$ cat src/verilog/wct_pkg.sv
package wct_pkg;
  // ----------------------------------------
  // Widths
  // ----------------------------------------
  localparam int DATA_W  = 32;
  localparam int ADDR_W  = 32;
  localparam int ID_W    = 4;
  localparam int USER_W  = 4;
  localparam int LINE_B  = 64;
  // ----------------------------------------
  // Tie-off defaults
  // ----------------------------------------
  localparam logic [1:0] BURST_INCR  = 2'h1;
  localparam logic [7:0] LEN_DEF     = 8'h00;
  localparam logic       LOCK_NORMAL = 1'h0;
  localparam logic [3:0] NIB_DEF     = 4'h0;
  localparam logic [2:0] SNOOP_DEF   = 3'h0;
  // ----------------------------------------
  // Write kind codes on the snoop field
  // ----------------------------------------
  localparam logic [2:0] SN_UNIQUE = 3'h0;
  localparam logic [2:0] SN_CLEAN  = 3'h2;
  localparam logic [2:0] SN_BACK   = 3'h3;
  localparam logic [2:0] SN_EVICT  = 3'h4;
  typedef enum logic [2:0] {
    WK_UNIQUE = 3'h0,
    WK_BACK   = 3'h1,
    WK_CLEAN  = 3'h2,
    WK_EVICT  = 3'h3,
    WK_OTHER  = 3'h4
  } wct_kind_t;
  // ----------------------------------------
  // Presence mask bit positions
  // ----------------------------------------
  localparam int PB_ID = 0, PB_REGION = 1, PB_LEN = 2, PB_SIZE = 3;
  localparam int PB_BURST = 4, PB_LOCK = 5, PB_CACHE = 6, PB_QOS = 7;
  localparam int PB_USER = 8, PB_SNOOP = 9, PB_STRB = 10;
  localparam int PB_STASH = 11, PB_TRACE = 12, PB_N = 13;
  // ----------------------------------------
  // Controller registers, byte offsets
  // ----------------------------------------
  localparam logic [4:0] REG_ADDR = 5'h00;
  localparam logic [4:0] REG_ATTR = 5'h04;
  localparam logic [4:0] REG_DATA = 5'h08;
  localparam logic [4:0] REG_STRB = 5'h0c;
  localparam logic [4:0] REG_CTRL = 5'h10;
  localparam logic [4:0] REG_STAT = 5'h14;
  localparam int AT_LEN = 0, AT_SIZE = 8, AT_BURST = 11;
  localparam int AT_SNOOP = 13, AT_ID = 16;
  localparam logic [1:0] RESP_OKAY   = 2'h0;
  localparam logic [1:0] RESP_SLVERR = 2'h2;
  typedef enum logic [1:0] {
    ST_IDLE = 2'b00,
    ST_ADDR = 2'b01,
    ST_DATA = 2'b11,
    ST_DONE = 2'b10
  } wct_st_t;
  // Size code of a full-width beat
  function automatic logic [2:0] wct_bus_size(input int dw);
    return 3'($clog2(dw / 8));
  endfunction
endpackage

$ cat src/verilog/wct_wr_if.sv
`timescale 1ns/1ns
interface wct_wr_if
  import wct_pkg::*;
();
  logic              aw_valid;
  logic              aw_ready;
  logic [ADDR_W-1:0] aw_addr;
  logic [ID_W-1:0]   aw_id;
  logic [3:0]        aw_region;
  logic [7:0]        aw_len;
  logic [2:0]        aw_size;
  logic [1:0]        aw_burst;
  logic              aw_lock;
  logic [3:0]        aw_cache;
  logic [2:0]        aw_prot;
  logic [3:0]        aw_qos;
  logic [USER_W-1:0] aw_user;
  logic [2:0]        aw_snoop;
  logic              aw_stash_en;
  logic              aw_trace;
  logic [PB_N-1:0]   present;
  logic              w_valid;
  logic              w_ready;
  logic [DATA_W-1:0] w_data;
  logic [DATA_W/8-1:0] w_strb;
  logic              w_last;
  modport mst (
    output aw_valid, aw_addr, aw_id, aw_region, aw_len, aw_size,
           aw_burst, aw_lock, aw_cache, aw_prot, aw_qos, aw_user,
           aw_snoop, aw_stash_en, aw_trace, present,
           w_valid, w_data, w_strb, w_last,
    input  aw_ready, w_ready
  );
  modport slv (
    input  aw_valid, aw_addr, aw_id, aw_region, aw_len, aw_size,
           aw_burst, aw_lock, aw_cache, aw_prot, aw_qos, aw_user,
           aw_snoop, aw_stash_en, aw_trace, present,
           w_valid, w_data, w_strb, w_last,
    output aw_ready, w_ready
  );
endinterface

$ cat src/verilog/wct_wr_slave.sv
// What this block does
// Whole line, all strobes: full variant
// Partial coverage: partial variant
// Partial label may still carry full line
// Evict exists only as full line
// Back/clean fullness derived from strobes
// Valid and ready always present
// Missing optional driver gets default
// Protection and last always driven
// Conditional signal present when property set
// Optional conditional only with property
// Master-only signals absent on slave
// Defaults: incr, one beat, ones, size
// Zero ids, user, cache; normal lock
// Generic kind covers both variants
// Tie-offs are constant, combinational
//
// Design decisions made here: the AXI4-Lite interface to the registers and the placing of the registers.
`timescale 1ns/1ns
module wct_wr_slave
  import wct_pkg::*;
#(
  parameter int  LINE_BYTES = LINE_B,
  parameter bit  TRACE_PROP = 1'b0,
  parameter bit  STASH_PROP = 1'b0
) (
  input  wire logic              aclk,
  input  wire logic              aresetn,
  wct_wr_if.slv                  bus,
  output logic                   out_aw_valid,
  output logic [ADDR_W-1:0]      out_addr,
  output logic [ID_W-1:0]        out_id,
  output logic [7:0]             out_len,
  output logic [2:0]             out_size,
  output logic [1:0]             out_burst,
  output logic                   out_lock,
  output logic [3:0]             out_cache,
  output logic [2:0]             out_prot,
  output logic [3:0]             out_qos,
  output logic [3:0]             out_region,
  output logic [USER_W-1:0]      out_user,
  output logic                   out_stash_en,
  output logic                   out_trace,
  output logic                   out_beat_valid,
  output logic [DATA_W-1:0]      out_data,
  output logic [DATA_W/8-1:0]    out_strb,
  output logic                   out_last,
  output logic                   out_done,
  output wct_kind_t              out_kind,
  output logic                   out_full,
  output logic                   out_evict_err
);
  localparam int SB = DATA_W / 8;
  localparam int LW = $clog2(LINE_BYTES);
  // ----------------------------------------
  // Elaboration checks
  // ----------------------------------------
  if (LINE_BYTES < SB || LINE_BYTES % SB != 0) begin : g_chk
    $error("line size must be a multiple of the beat size");
  end
  // ----------------------------------------
  // State
  // ----------------------------------------
  typedef struct packed {
    wct_st_t             st;
    logic                awr;
    logic                wr;
    logic                aw_v;
    logic [ADDR_W-1:0]   addr;
    logic [ID_W-1:0]     id;
    logic [7:0]          len;
    logic [2:0]          size;
    logic [1:0]          burst;
    logic                lock;
    logic [3:0]          cache;
    logic [2:0]          prot;
    logic [3:0]          qos;
    logic [3:0]          region;
    logic [USER_W-1:0]   user;
    logic [2:0]          snoop;
    logic                stash;
    logic                trace;
    logic [8:0]          beats;
    logic                ones;
    logic                bv;
    logic [DATA_W-1:0]   data;
    logic [SB-1:0]       strb;
    logic                last;
    logic                done;
    wct_kind_t           kind;
    logic                full;
    logic                everr;
  } wct_sl_t;
  wct_sl_t s, next_s;
  // Tied-off view of the address channel and the write strobes
  logic [ID_W-1:0]   t_id;
  logic [7:0]        t_len;
  logic [2:0]        t_size;
  logic [1:0]        t_burst;
  logic              t_lock;
  logic [3:0]        t_cache, t_qos, t_region;
  logic [USER_W-1:0] t_user;
  logic [2:0]        t_snoop;
  logic [SB-1:0]     t_strb;
  logic              t_stash, t_trace;
  // constant tie-offs
  always_comb begin
    // fill from defaults
    // incr, single beat, full size
    t_len   = bus.present[PB_LEN]   ? bus.aw_len   : LEN_DEF;
    t_size  = bus.present[PB_SIZE]  ? bus.aw_size  : wct_bus_size(DATA_W);
    t_burst = bus.present[PB_BURST] ? bus.aw_burst : BURST_INCR;
    t_strb  = bus.present[PB_STRB]  ? bus.w_strb   : '1;
    // zeros and normal lock
    t_id     = bus.present[PB_ID]     ? bus.aw_id     : '0;
    t_lock   = bus.present[PB_LOCK]   ? bus.aw_lock   : LOCK_NORMAL;
    t_cache  = bus.present[PB_CACHE]  ? bus.aw_cache  : NIB_DEF;
    t_qos    = bus.present[PB_QOS]    ? bus.aw_qos    : NIB_DEF;
    t_region = bus.present[PB_REGION] ? bus.aw_region : NIB_DEF;
    t_user   = bus.present[PB_USER]   ? bus.aw_user   : '0;
    t_snoop  = bus.present[PB_SNOOP]  ? bus.aw_snoop  : SNOOP_DEF;
    // stash enable only with its property
    t_stash = STASH_PROP && bus.present[PB_STASH] && bus.aw_stash_en;
    // trace port exists with its property
    t_trace = TRACE_PROP && bus.aw_trace;
  end
  // ----------------------------------------
  // Transfer sequencing and labelling
  // ----------------------------------------
  logic          line_hit;
  logic          all_on;
  always_comb begin
    next_s      = s;
    next_s.aw_v = 1'b0;
    next_s.bv   = 1'b0;
    next_s.done = 1'b0;
    all_on      = s.ones && (t_strb == '1);
    // Line covered: aligned, full-width incr beats filling it
    line_hit = (s.addr[LW-1:0] == '0) && (s.size == wct_bus_size(DATA_W))
            && (s.burst == BURST_INCR)
            && (9'(s.len) + 9'h001) * 9'(SB) == 9'(LINE_BYTES);
    case (s.st)
      ST_IDLE: begin
        // handshake on valid and ready
        if (bus.aw_valid && s.awr) begin
          next_s.st     = ST_DATA;
          next_s.aw_v   = 1'b1;
          next_s.addr   = bus.aw_addr;
          next_s.id     = t_id;
          next_s.len    = t_len;
          next_s.size   = t_size;
          next_s.burst  = t_burst;
          next_s.lock   = t_lock;
          next_s.cache  = t_cache;
          // prot is always driven
          next_s.prot   = bus.aw_prot;
          next_s.qos    = t_qos;
          next_s.region = t_region;
          next_s.user   = t_user;
          next_s.snoop  = t_snoop;
          next_s.stash  = t_stash;
          next_s.trace  = t_trace;
          next_s.beats  = 9'h000;
          next_s.ones   = 1'b1;
        end
      end
      ST_DATA: begin
        if (bus.w_valid && s.wr) begin
          next_s.bv    = 1'b1;
          next_s.data  = bus.w_data;
          next_s.strb  = t_strb;
          // last comes from the source
          next_s.last  = bus.w_last;
          next_s.ones  = all_on;
          next_s.beats = s.beats + 9'h001;
          if (bus.w_last) begin
            next_s.st   = ST_DONE;
            next_s.done = 1'b1;
            // fullness from address phase and strobes, not the snoop label
            // whole line with all strobes is full
            // anything else is partial
            // a partial-labelled write may still be full
            next_s.full = line_hit && all_on;
            // kind reported without variant
            case (s.snoop)
              SN_UNIQUE: next_s.kind = WK_UNIQUE;
              SN_BACK:   next_s.kind = WK_BACK;
              SN_CLEAN:  next_s.kind = WK_CLEAN;
              SN_EVICT:  next_s.kind = WK_EVICT;
              default:   next_s.kind = WK_OTHER;
            endcase
            // evict has no partial form
            next_s.everr = (s.snoop == SN_EVICT) && !(line_hit && all_on);
          end
        end
      end
      ST_DONE: next_s.st = ST_IDLE;
      default: next_s.st = ST_IDLE;
    endcase
    // Ready from flops; slave waits for address before data
    next_s.awr = (next_s.st == ST_IDLE);
    next_s.wr  = (next_s.st == ST_DATA);
  end
  always_ff @(posedge aclk) begin
    if (!aresetn) begin
      s <= '0;
    end else begin
      s <= next_s;
    end
  end
  // ----------------------------------------
  // Outputs
  // ----------------------------------------
  // ready always driven
  assign bus.aw_ready   = s.awr;
  assign bus.w_ready    = s.wr;
  assign out_aw_valid   = s.aw_v;
  assign out_addr       = s.addr;
  assign out_id         = s.id;
  assign out_len        = s.len;
  assign out_size       = s.size;
  assign out_burst      = s.burst;
  assign out_lock       = s.lock;
  assign out_cache      = s.cache;
  assign out_prot       = s.prot;
  assign out_qos        = s.qos;
  assign out_region     = s.region;
  assign out_user       = s.user;
  assign out_stash_en   = s.stash;
  assign out_trace      = s.trace;
  assign out_beat_valid = s.bv;
  assign out_data       = s.data;
  assign out_strb       = s.strb;
  assign out_last       = s.last;
  assign out_done       = s.done;
  assign out_kind       = s.kind;
  assign out_full       = s.full;
  assign out_evict_err  = s.everr;
endmodule

$ cat src/flat_wrapper.sv
// flat-port wrapper written by rule: the top's interface ports become plain ports
module wct_wr_slave_flat import wct_pkg::*;
#(
  parameter int  LINE_BYTES = LINE_B,
  parameter bit  TRACE_PROP = 1'b0,
  parameter bit  STASH_PROP = 1'b0
)
  (aclk, aresetn, out_aw_valid, out_addr, out_id, out_len, out_size, out_burst, out_lock, out_cache, out_prot, out_qos, out_region, out_user, out_stash_en, out_trace, out_beat_valid, out_data, out_strb, out_last, out_done, out_kind, out_full, out_evict_err, bus_aw_valid, bus_aw_addr, bus_aw_id, bus_aw_region, bus_aw_len, bus_aw_size, bus_aw_burst, bus_aw_lock, bus_aw_cache, bus_aw_prot, bus_aw_qos, bus_aw_user, bus_aw_snoop, bus_aw_stash_en, bus_aw_trace, bus_present, bus_w_valid, bus_w_data, bus_w_strb, bus_w_last, bus_aw_ready, bus_w_ready);
  wct_wr_if bus_i ();
  input  wire logic aclk;
  input  wire logic aresetn;
  output logic out_aw_valid;
  output logic [ADDR_W-1:0] out_addr;
  output logic [ID_W-1:0] out_id;
  output logic [7:0] out_len;
  output logic [2:0] out_size;
  output logic [1:0] out_burst;
  output logic out_lock;
  output logic [3:0] out_cache;
  output logic [2:0] out_prot;
  output logic [3:0] out_qos;
  output logic [3:0] out_region;
  output logic [USER_W-1:0] out_user;
  output logic out_stash_en;
  output logic out_trace;
  output logic out_beat_valid;
  output logic [DATA_W-1:0] out_data;
  output logic [DATA_W/8-1:0] out_strb;
  output logic out_last;
  output logic out_done;
  output wct_kind_t out_kind;
  output logic out_full;
  output logic out_evict_err;
  input wire logic [$bits(bus_i.aw_valid)-1:0] bus_aw_valid;
  input wire logic [$bits(bus_i.aw_addr)-1:0] bus_aw_addr;
  input wire logic [$bits(bus_i.aw_id)-1:0] bus_aw_id;
  input wire logic [$bits(bus_i.aw_region)-1:0] bus_aw_region;
  input wire logic [$bits(bus_i.aw_len)-1:0] bus_aw_len;
  input wire logic [$bits(bus_i.aw_size)-1:0] bus_aw_size;
  input wire logic [$bits(bus_i.aw_burst)-1:0] bus_aw_burst;
  input wire logic [$bits(bus_i.aw_lock)-1:0] bus_aw_lock;
  input wire logic [$bits(bus_i.aw_cache)-1:0] bus_aw_cache;
  input wire logic [$bits(bus_i.aw_prot)-1:0] bus_aw_prot;
  input wire logic [$bits(bus_i.aw_qos)-1:0] bus_aw_qos;
  input wire logic [$bits(bus_i.aw_user)-1:0] bus_aw_user;
  input wire logic [$bits(bus_i.aw_snoop)-1:0] bus_aw_snoop;
  input wire logic [$bits(bus_i.aw_stash_en)-1:0] bus_aw_stash_en;
  input wire logic [$bits(bus_i.aw_trace)-1:0] bus_aw_trace;
  input wire logic [$bits(bus_i.present)-1:0] bus_present;
  input wire logic [$bits(bus_i.w_valid)-1:0] bus_w_valid;
  input wire logic [$bits(bus_i.w_data)-1:0] bus_w_data;
  input wire logic [$bits(bus_i.w_strb)-1:0] bus_w_strb;
  input wire logic [$bits(bus_i.w_last)-1:0] bus_w_last;
  output wire logic [$bits(bus_i.aw_ready)-1:0] bus_aw_ready;
  output wire logic [$bits(bus_i.w_ready)-1:0] bus_w_ready;
  assign bus_i.aw_valid = bus_aw_valid;
  assign bus_i.aw_addr = bus_aw_addr;
  assign bus_i.aw_id = bus_aw_id;
  assign bus_i.aw_region = bus_aw_region;
  assign bus_i.aw_len = bus_aw_len;
  assign bus_i.aw_size = bus_aw_size;
  assign bus_i.aw_burst = bus_aw_burst;
  assign bus_i.aw_lock = bus_aw_lock;
  assign bus_i.aw_cache = bus_aw_cache;
  assign bus_i.aw_prot = bus_aw_prot;
  assign bus_i.aw_qos = bus_aw_qos;
  assign bus_i.aw_user = bus_aw_user;
  assign bus_i.aw_snoop = bus_aw_snoop;
  assign bus_i.aw_stash_en = bus_aw_stash_en;
  assign bus_i.aw_trace = bus_aw_trace;
  assign bus_i.present = bus_present;
  assign bus_i.w_valid = bus_w_valid;
  assign bus_i.w_data = bus_w_data;
  assign bus_i.w_strb = bus_w_strb;
  assign bus_i.w_last = bus_w_last;
  assign bus_aw_ready = bus_i.aw_ready;
  assign bus_w_ready = bus_i.w_ready;
  wct_wr_slave #(.LINE_BYTES(LINE_BYTES), .TRACE_PROP(TRACE_PROP), .STASH_PROP(STASH_PROP)) u_core (.aclk(aclk), .aresetn(aresetn), .bus(bus_i), .out_aw_valid(out_aw_valid), .out_addr(out_addr), .out_id(out_id), .out_len(out_len), .out_size(out_size), .out_burst(out_burst), .out_lock(out_lock), .out_cache(out_cache), .out_prot(out_prot), .out_qos(out_qos), .out_region(out_region), .out_user(out_user), .out_stash_en(out_stash_en), .out_trace(out_trace), .out_beat_valid(out_beat_valid), .out_data(out_data), .out_strb(out_strb), .out_last(out_last), .out_done(out_done), .out_kind(out_kind), .out_full(out_full), .out_evict_err(out_evict_err));
endmodule
$ cat config.mk
export PLATFORM = sky130hd
export DESIGN_NAME = wct_wr_slave_flat
export DESIGN_NICKNAME = d
export VERILOG_FILES = /design/src/verilog/wct_pkg.sv /design/src/verilog/wct_wr_if.sv /design/src/verilog/wct_wr_slave.sv /design/src/flat_wrapper.sv
export SDC_FILE = /design/constraint.sdc
export NUM_CORES = 1
export LEC_CHECK = 0
export ABC_AREA = 1
export BUFFER_PORTS_ARGS = -buffer_cell sky130_fd_sc_hd__buf_2
export CAP_MARGIN = 20
export CORE_MARGIN = 3
export CORE_UTILIZATION = 40
export CTS_CLUSTER_DIAMETER = 120
export DETAILED_ROUTE_END_ITERATION = 10
export PLACE_DENSITY_LB_ADDON = 0.1
export SETUP_SLACK_MARGIN = 0.2
export SYNTH_ARGS = -nofsm -noshare
export SYNTH_HDL_FRONTEND = slang
export SYNTH_SLANG_ARGS = --single-unit
$ cat constraint.sdc
create_clock -name aclk -period 3.8 [get_ports aclk]
set_input_delay 0.38 -clock aclk [delete_from_list [all_inputs] [get_ports aclk]]
set_output_delay 0.38 -clock aclk [all_outputs]
set_load 0.02 [all_outputs]
Word-level counts from Yosys, hierarchy flattened:

Index checks and enable logic that the tools add are counted.

* output and inout port bits: 118
* register bits: 131

* eq/ne operators: 11
* mux-type cells: 20
* $add $sub $neg: 2
* reduce and logical (&&, ||, !) cells: 21

Operators with widths (count)
* 85-bit two-way mux: 1
* 54-bit two-way mux: 1
* 4-bit two-way mux: 6
* 10-bit case mux with 2 select lines: 1
* 3-bit case mux with 4 select lines: 1
* 9-bit by 1-bit adder with 9-bit output, second input constant: 1
* 3-bit by 2-bit == test with 1-bit output, second input constant: 3
* 3-bit AND reduction: 3
* 1-bit logical AND: 8
* 2-bit two-way mux: 4
* 8-bit two-way mux: 1
* 2-bit AND reduction: 4
* 7-bit by 1-bit adder with 7-bit output, second input constant: 1
* 7-bit by 5-bit == test with 1-bit output, second input constant: 1
* 6-bit zero test: 1
* 3-bit two-way mux: 2
* 6-bit two-way mux: 1
* 2-bit == test, second input constant: 2
* 4-bit == test, second input constant: 1
* 2-bit zero test: 2
* 2-bit by 1-bit inequality test with 1-bit output, second input constant: 2
* 2-bit case mux with 2 select lines: 1
* 3-bit == test, second input constant: 1
* 3-bit zero test: 1
* other kinds (4): 4

Depth between registers and ports, before layout:

* depth after elaboration: 10
* depth in mapped cells: 9
* gate-level depth less buffers: 9

Least setup slack after synthesis:

Ideal clock, no wire load.

* path kind: register to register
* start: register u_core.s[131] (netlist name)
* end: register u_core.s, in the netlist u_core.out_addr[10]
* stages on the path, launching flop included: 9
* period minus slack after synthesis: 1247 ps
* data arrival time: 1131 ps
* slack: 2553 ps
* buffers on the path: 2
* setup time: 116 ps
* cells stage by stage: dfxtp_1 -> inv_1 -> ha_1 -> inv_2 -> nor2_4 -> buf_6 -> buf_4 -> o21ai_0 -> nor2_1

* word-level cells in the longest chain between the ends: 2

Ends and longest elaborated chain
* start: declaration: RTL line wct_wr_slave.sv:94 `wct_sl_t s, next_s;`
* start signal: assignment: RTL line wct_wr_slave.sv:208 `s <= next_s;`
* 2-bit zero test: RTL line wct_wr_slave.sv:142 `case (s.st)`
* 2-bit AND reduction (no source line)

Every way passes these cells.
A chain may end at the register's enable or synchronous reset.

Worst setup path after layout:

* start: register u_core.s[131] (netlist name)
* end: register u_core.s, in the netlist u_core.out_last

* word-level cells in the longest chain between the ends: 2

Ends and longest elaborated chain (RTL line)
* 2-bit == test: wct_wr_slave.sv:142
* 2-bit AND reduction (no source line)

Every way passes these cells.

==> run_results.csv <==
group,metric,value,unit
clock_network,ctsResizeCount,0,
cells_and_area,nets,921,
timing,relSlewSlack,30.8,%
clock_network,worst_skew_pair.late_latency,400,ps
timing,worst_pin_slew,1040,ps
clock_network,h-tree-depth,4,
timing,fmax,0.467,GHz
cells_and_area,fillers,1296,
timing,timing.final.hold_violations,0,
cells_and_area,diodes,0,
global_route,grt_pass1_vias,4155,
synth,synth-edff-count,0,
critical_path,crit_start,"u_core.s[131]",
clock_network,postCtsHoldBufs,0,
critical_path,crit_path_max_fanout,40,
critical_path,critPathKind,"reg -> reg",
cells_and_area,fin_cells,975,
power_and_ir_drop,powerDensity,619,nW/um^2
place,dp_cells,944,
synth,ys_ff_latch,122,
drt,drt-total-wl,13.2,mm
place,dp_hpwl,9.41,mm
synth,netlist_area,5290,sq um
synth,synth_cells,673,
cells_and_area,drive_gt1_share,34.0,%
drt,antenna_left,0,
place,post-place-ws,1630,ps
cells_and_area,area_growth,17.8,%
cells_and_area,register_area,2440,sq um
hold_path,min_from,"bus_present[4]",
run,maxCapViolCount,0,
timing,period_minus_slack,2140,ps
clock_network,cts-root-buf,"clkbuf_16",
synth,yosysSeqAreaShare,46.2,%
place,place_area,5690,sq um
hold_path,min_path_type,"in -> reg",
critical_path,worstSetupPathDepth,6,
floorplan,io_pins,246,
power_and_ir_drop,leakage,3.12,nW
power_and_ir_drop,finalPower,3.85,mW
synth,ys_warn_count,0,
power_and_ir_drop,ir_drop,255,uV
critical_path,arrival,2380,ps
drt,vias,4469,
timing,timing.final.ws_setup,1660,ps
clock_network,post-cts-setup-buffers,0,
cells_and_area,multi_input_area,1730,sq um
timing,min_period_over_period,56.4,%
floorplan,coreArea,12800,sq um
clock_network,clk_pin_slew,50,ps
critical_path,crit_top_cell,"inv_2",
timing,maxSlewViolCount,0,
critical_path,crit_path_start_kind,"flip-flop",
synth,synth_area_per_cell,7.86,sq um
critical_path,crit_slowest_cell,"nor2_4",
drt,wl_per_cell,13.6,um
floorplan,die_h,121,um
floorplan,die_area,14600,sq um
drt,drc,0,
critical_path,cp_cell_sequence,"ha_1 > inv_2 > nor2_4 > inv_2 > nand2_1 > a21oi_1",
synth,synthArstFlopShare,0,%
critical_path,end_kind,"flip-flop",
clock_network,clk_path_buf_depth,2,
floorplan,rows,41,
clock_network,cts_tree,"built",
cells_and_area,finalInstanceArea,6230,sq um
timing,fin_tns_setup,0,ps
synth,synth_ff_type,"dfxtp_1",
timing,grt_setup_unrepaired,"no",
critical_path,worstReg2RegStart,"u_core.s[131]",
timing,worst_clock_skew,4.59,ps
critical_path,path_delay_family,"simple AND/OR/NAND/NOR gates",
hold_path,hold_path_depth,2,
global_route,grt_pass1_wl,20.8,mm
place,portBuffers,239,
critical_path,cp.required,4040,ps
global_route,gr-total-overflow,0,
critical_path,crit_path_max_incr_delay,640,ps
drt,first_iter_violations,305,
status,status,"finished, final reports clean",
global_route,antenna_found_initial,0,
clock_network,clock-sinks,122,
drt,drt_first_pass_iters,4,
timing,finalSetupViolCount,0,
synth,synth_cell_types,22,
critical_path,cp.buffers_inverters,2,
floorplan,floorplan.initialDensity,41.4,%
clock_network,numCtsBuffers,17,
critical_path,r2r_cells,6,
global_route,grt_max_degree,74,
drt,via_per_inst,4.58,
floorplan,die_x,121,um
global_route,grt_usage,17.8,%
place,gp_congestion,0.732,
worst register-to-register path, stage by stage, from the launching register on:
cell and delay (ps):
dfxtp_1 330, ha_1 220, inv_2 80, nor2_4 640
inv_2 480, nand2_1 170, a21oi_1 70
area by class of cell:
type,instances,area share [%]
multi-input cells,386,27.8
flip-flops and latches,122,39.2
inverters,21,1.27
clock inverters,2,0.562
repair buffers,243,19.7
clock buffers,29,8.03
well taps,172,3.45
placed cells by master (no fill, tap or decap), drive strengths merged, types with 5 or more instances in the layout:
| master | instances |
|---|---|
| inv | 21 |
| buf | 243 |
| o21ai | 79 |
| nand2 | 54 |
| a31oi | 5 |
| dfxtp | 122 |
| nor2 | 151 |
| a21oi | 46 |
| clkbuf | 29 |
| nand3 | 42 |
metrics by stage:
stage / util [%] / hold WS, ps
6_report: 48.8 / 198
5_1_grt: 48.8 / 183
4_1_cts: 48.8 / 179
3_5_place_dp: 44.6 / 455
3_3_place_gp: 44.6 / 451
2_1_floorplan: - / 440
where the power goes:
group          internal [mW]  switching [mW]  leakage, nW  total, mW
combinational          0.278           0.596         1.87      0.874
clock                  0.947           0.510        0.260       1.46
sequential              1.45          0.0776        0.990       1.52
routing by layer:
layer	up-vias	GRT usage [%]	routed length, um
met2	177	28.7	6210
met3	18	6.99	1280
li1	2297	-	-
met5	-	0	0
met1	1977	21.5	5540
met4	0	6.59	195
state kept, by name (all words and copies together) (netlist names):
name and count:
u_core.bus.aw_ready 1, u_core.bus.w_ready 1, u_core.out_addr 32, u_core.out_aw_valid 1, u_core.out_beat_valid 1, u_core.out_burst 2
u_core.out_cache 4, u_core.out_data 32, u_core.out_done 1, u_core.out_evict_err 1, u_core.out_full 1, u_core.out_id 4
u_core.out_kind 3, u_core.out_last 1, u_core.out_len 8, u_core.out_lock 1, u_core.out_prot 3, u_core.out_qos 4
u_core.out_region 4, u_core.out_size 3, u_core.out_strb 4, u_core.out_user 4, u_core.s 6
path summary, 6_finish.rpt:
path / endpoint / slack, ps
hold / removal: u_core.out_burst[0] / 200
hold reg to reg: u_core.out_user[1] / 460
setup / recovery: u_core.out_last / 1660
setup reg to reg: u_core.out_last / 1660
synth_stat cells, types with 5 or more instances:
library cell,n,area (sq um)
o21ai_0,73,365
nor2_1,148,556
buf_6,7,78.8
inv_1,17,63.8
buf_2,15,75.1
nand2_1,53,199
nand3_1,42,210
a21oi_1,46,230
a31oi_1,5,31.3
buf_4,113,848
clkbuf_1,10,37.5
o21ai_1,6,30.0
dfxtp_1,122,2440
logic make-up (layout without fill, tap and decap cells):
logic type,Yosys count,in the layout,synth area share (%)
adders and majority gates,2,2,0.473
DFF,122,122,46.2
and+or+nand+nor,249,249,19.2
buffers and inverters,166,295,21.1
AOI/OAI and AO/OA,133,133,12.9
other,1,2,0.0709
Note: power is estimated with default switching activity, not from simulation.
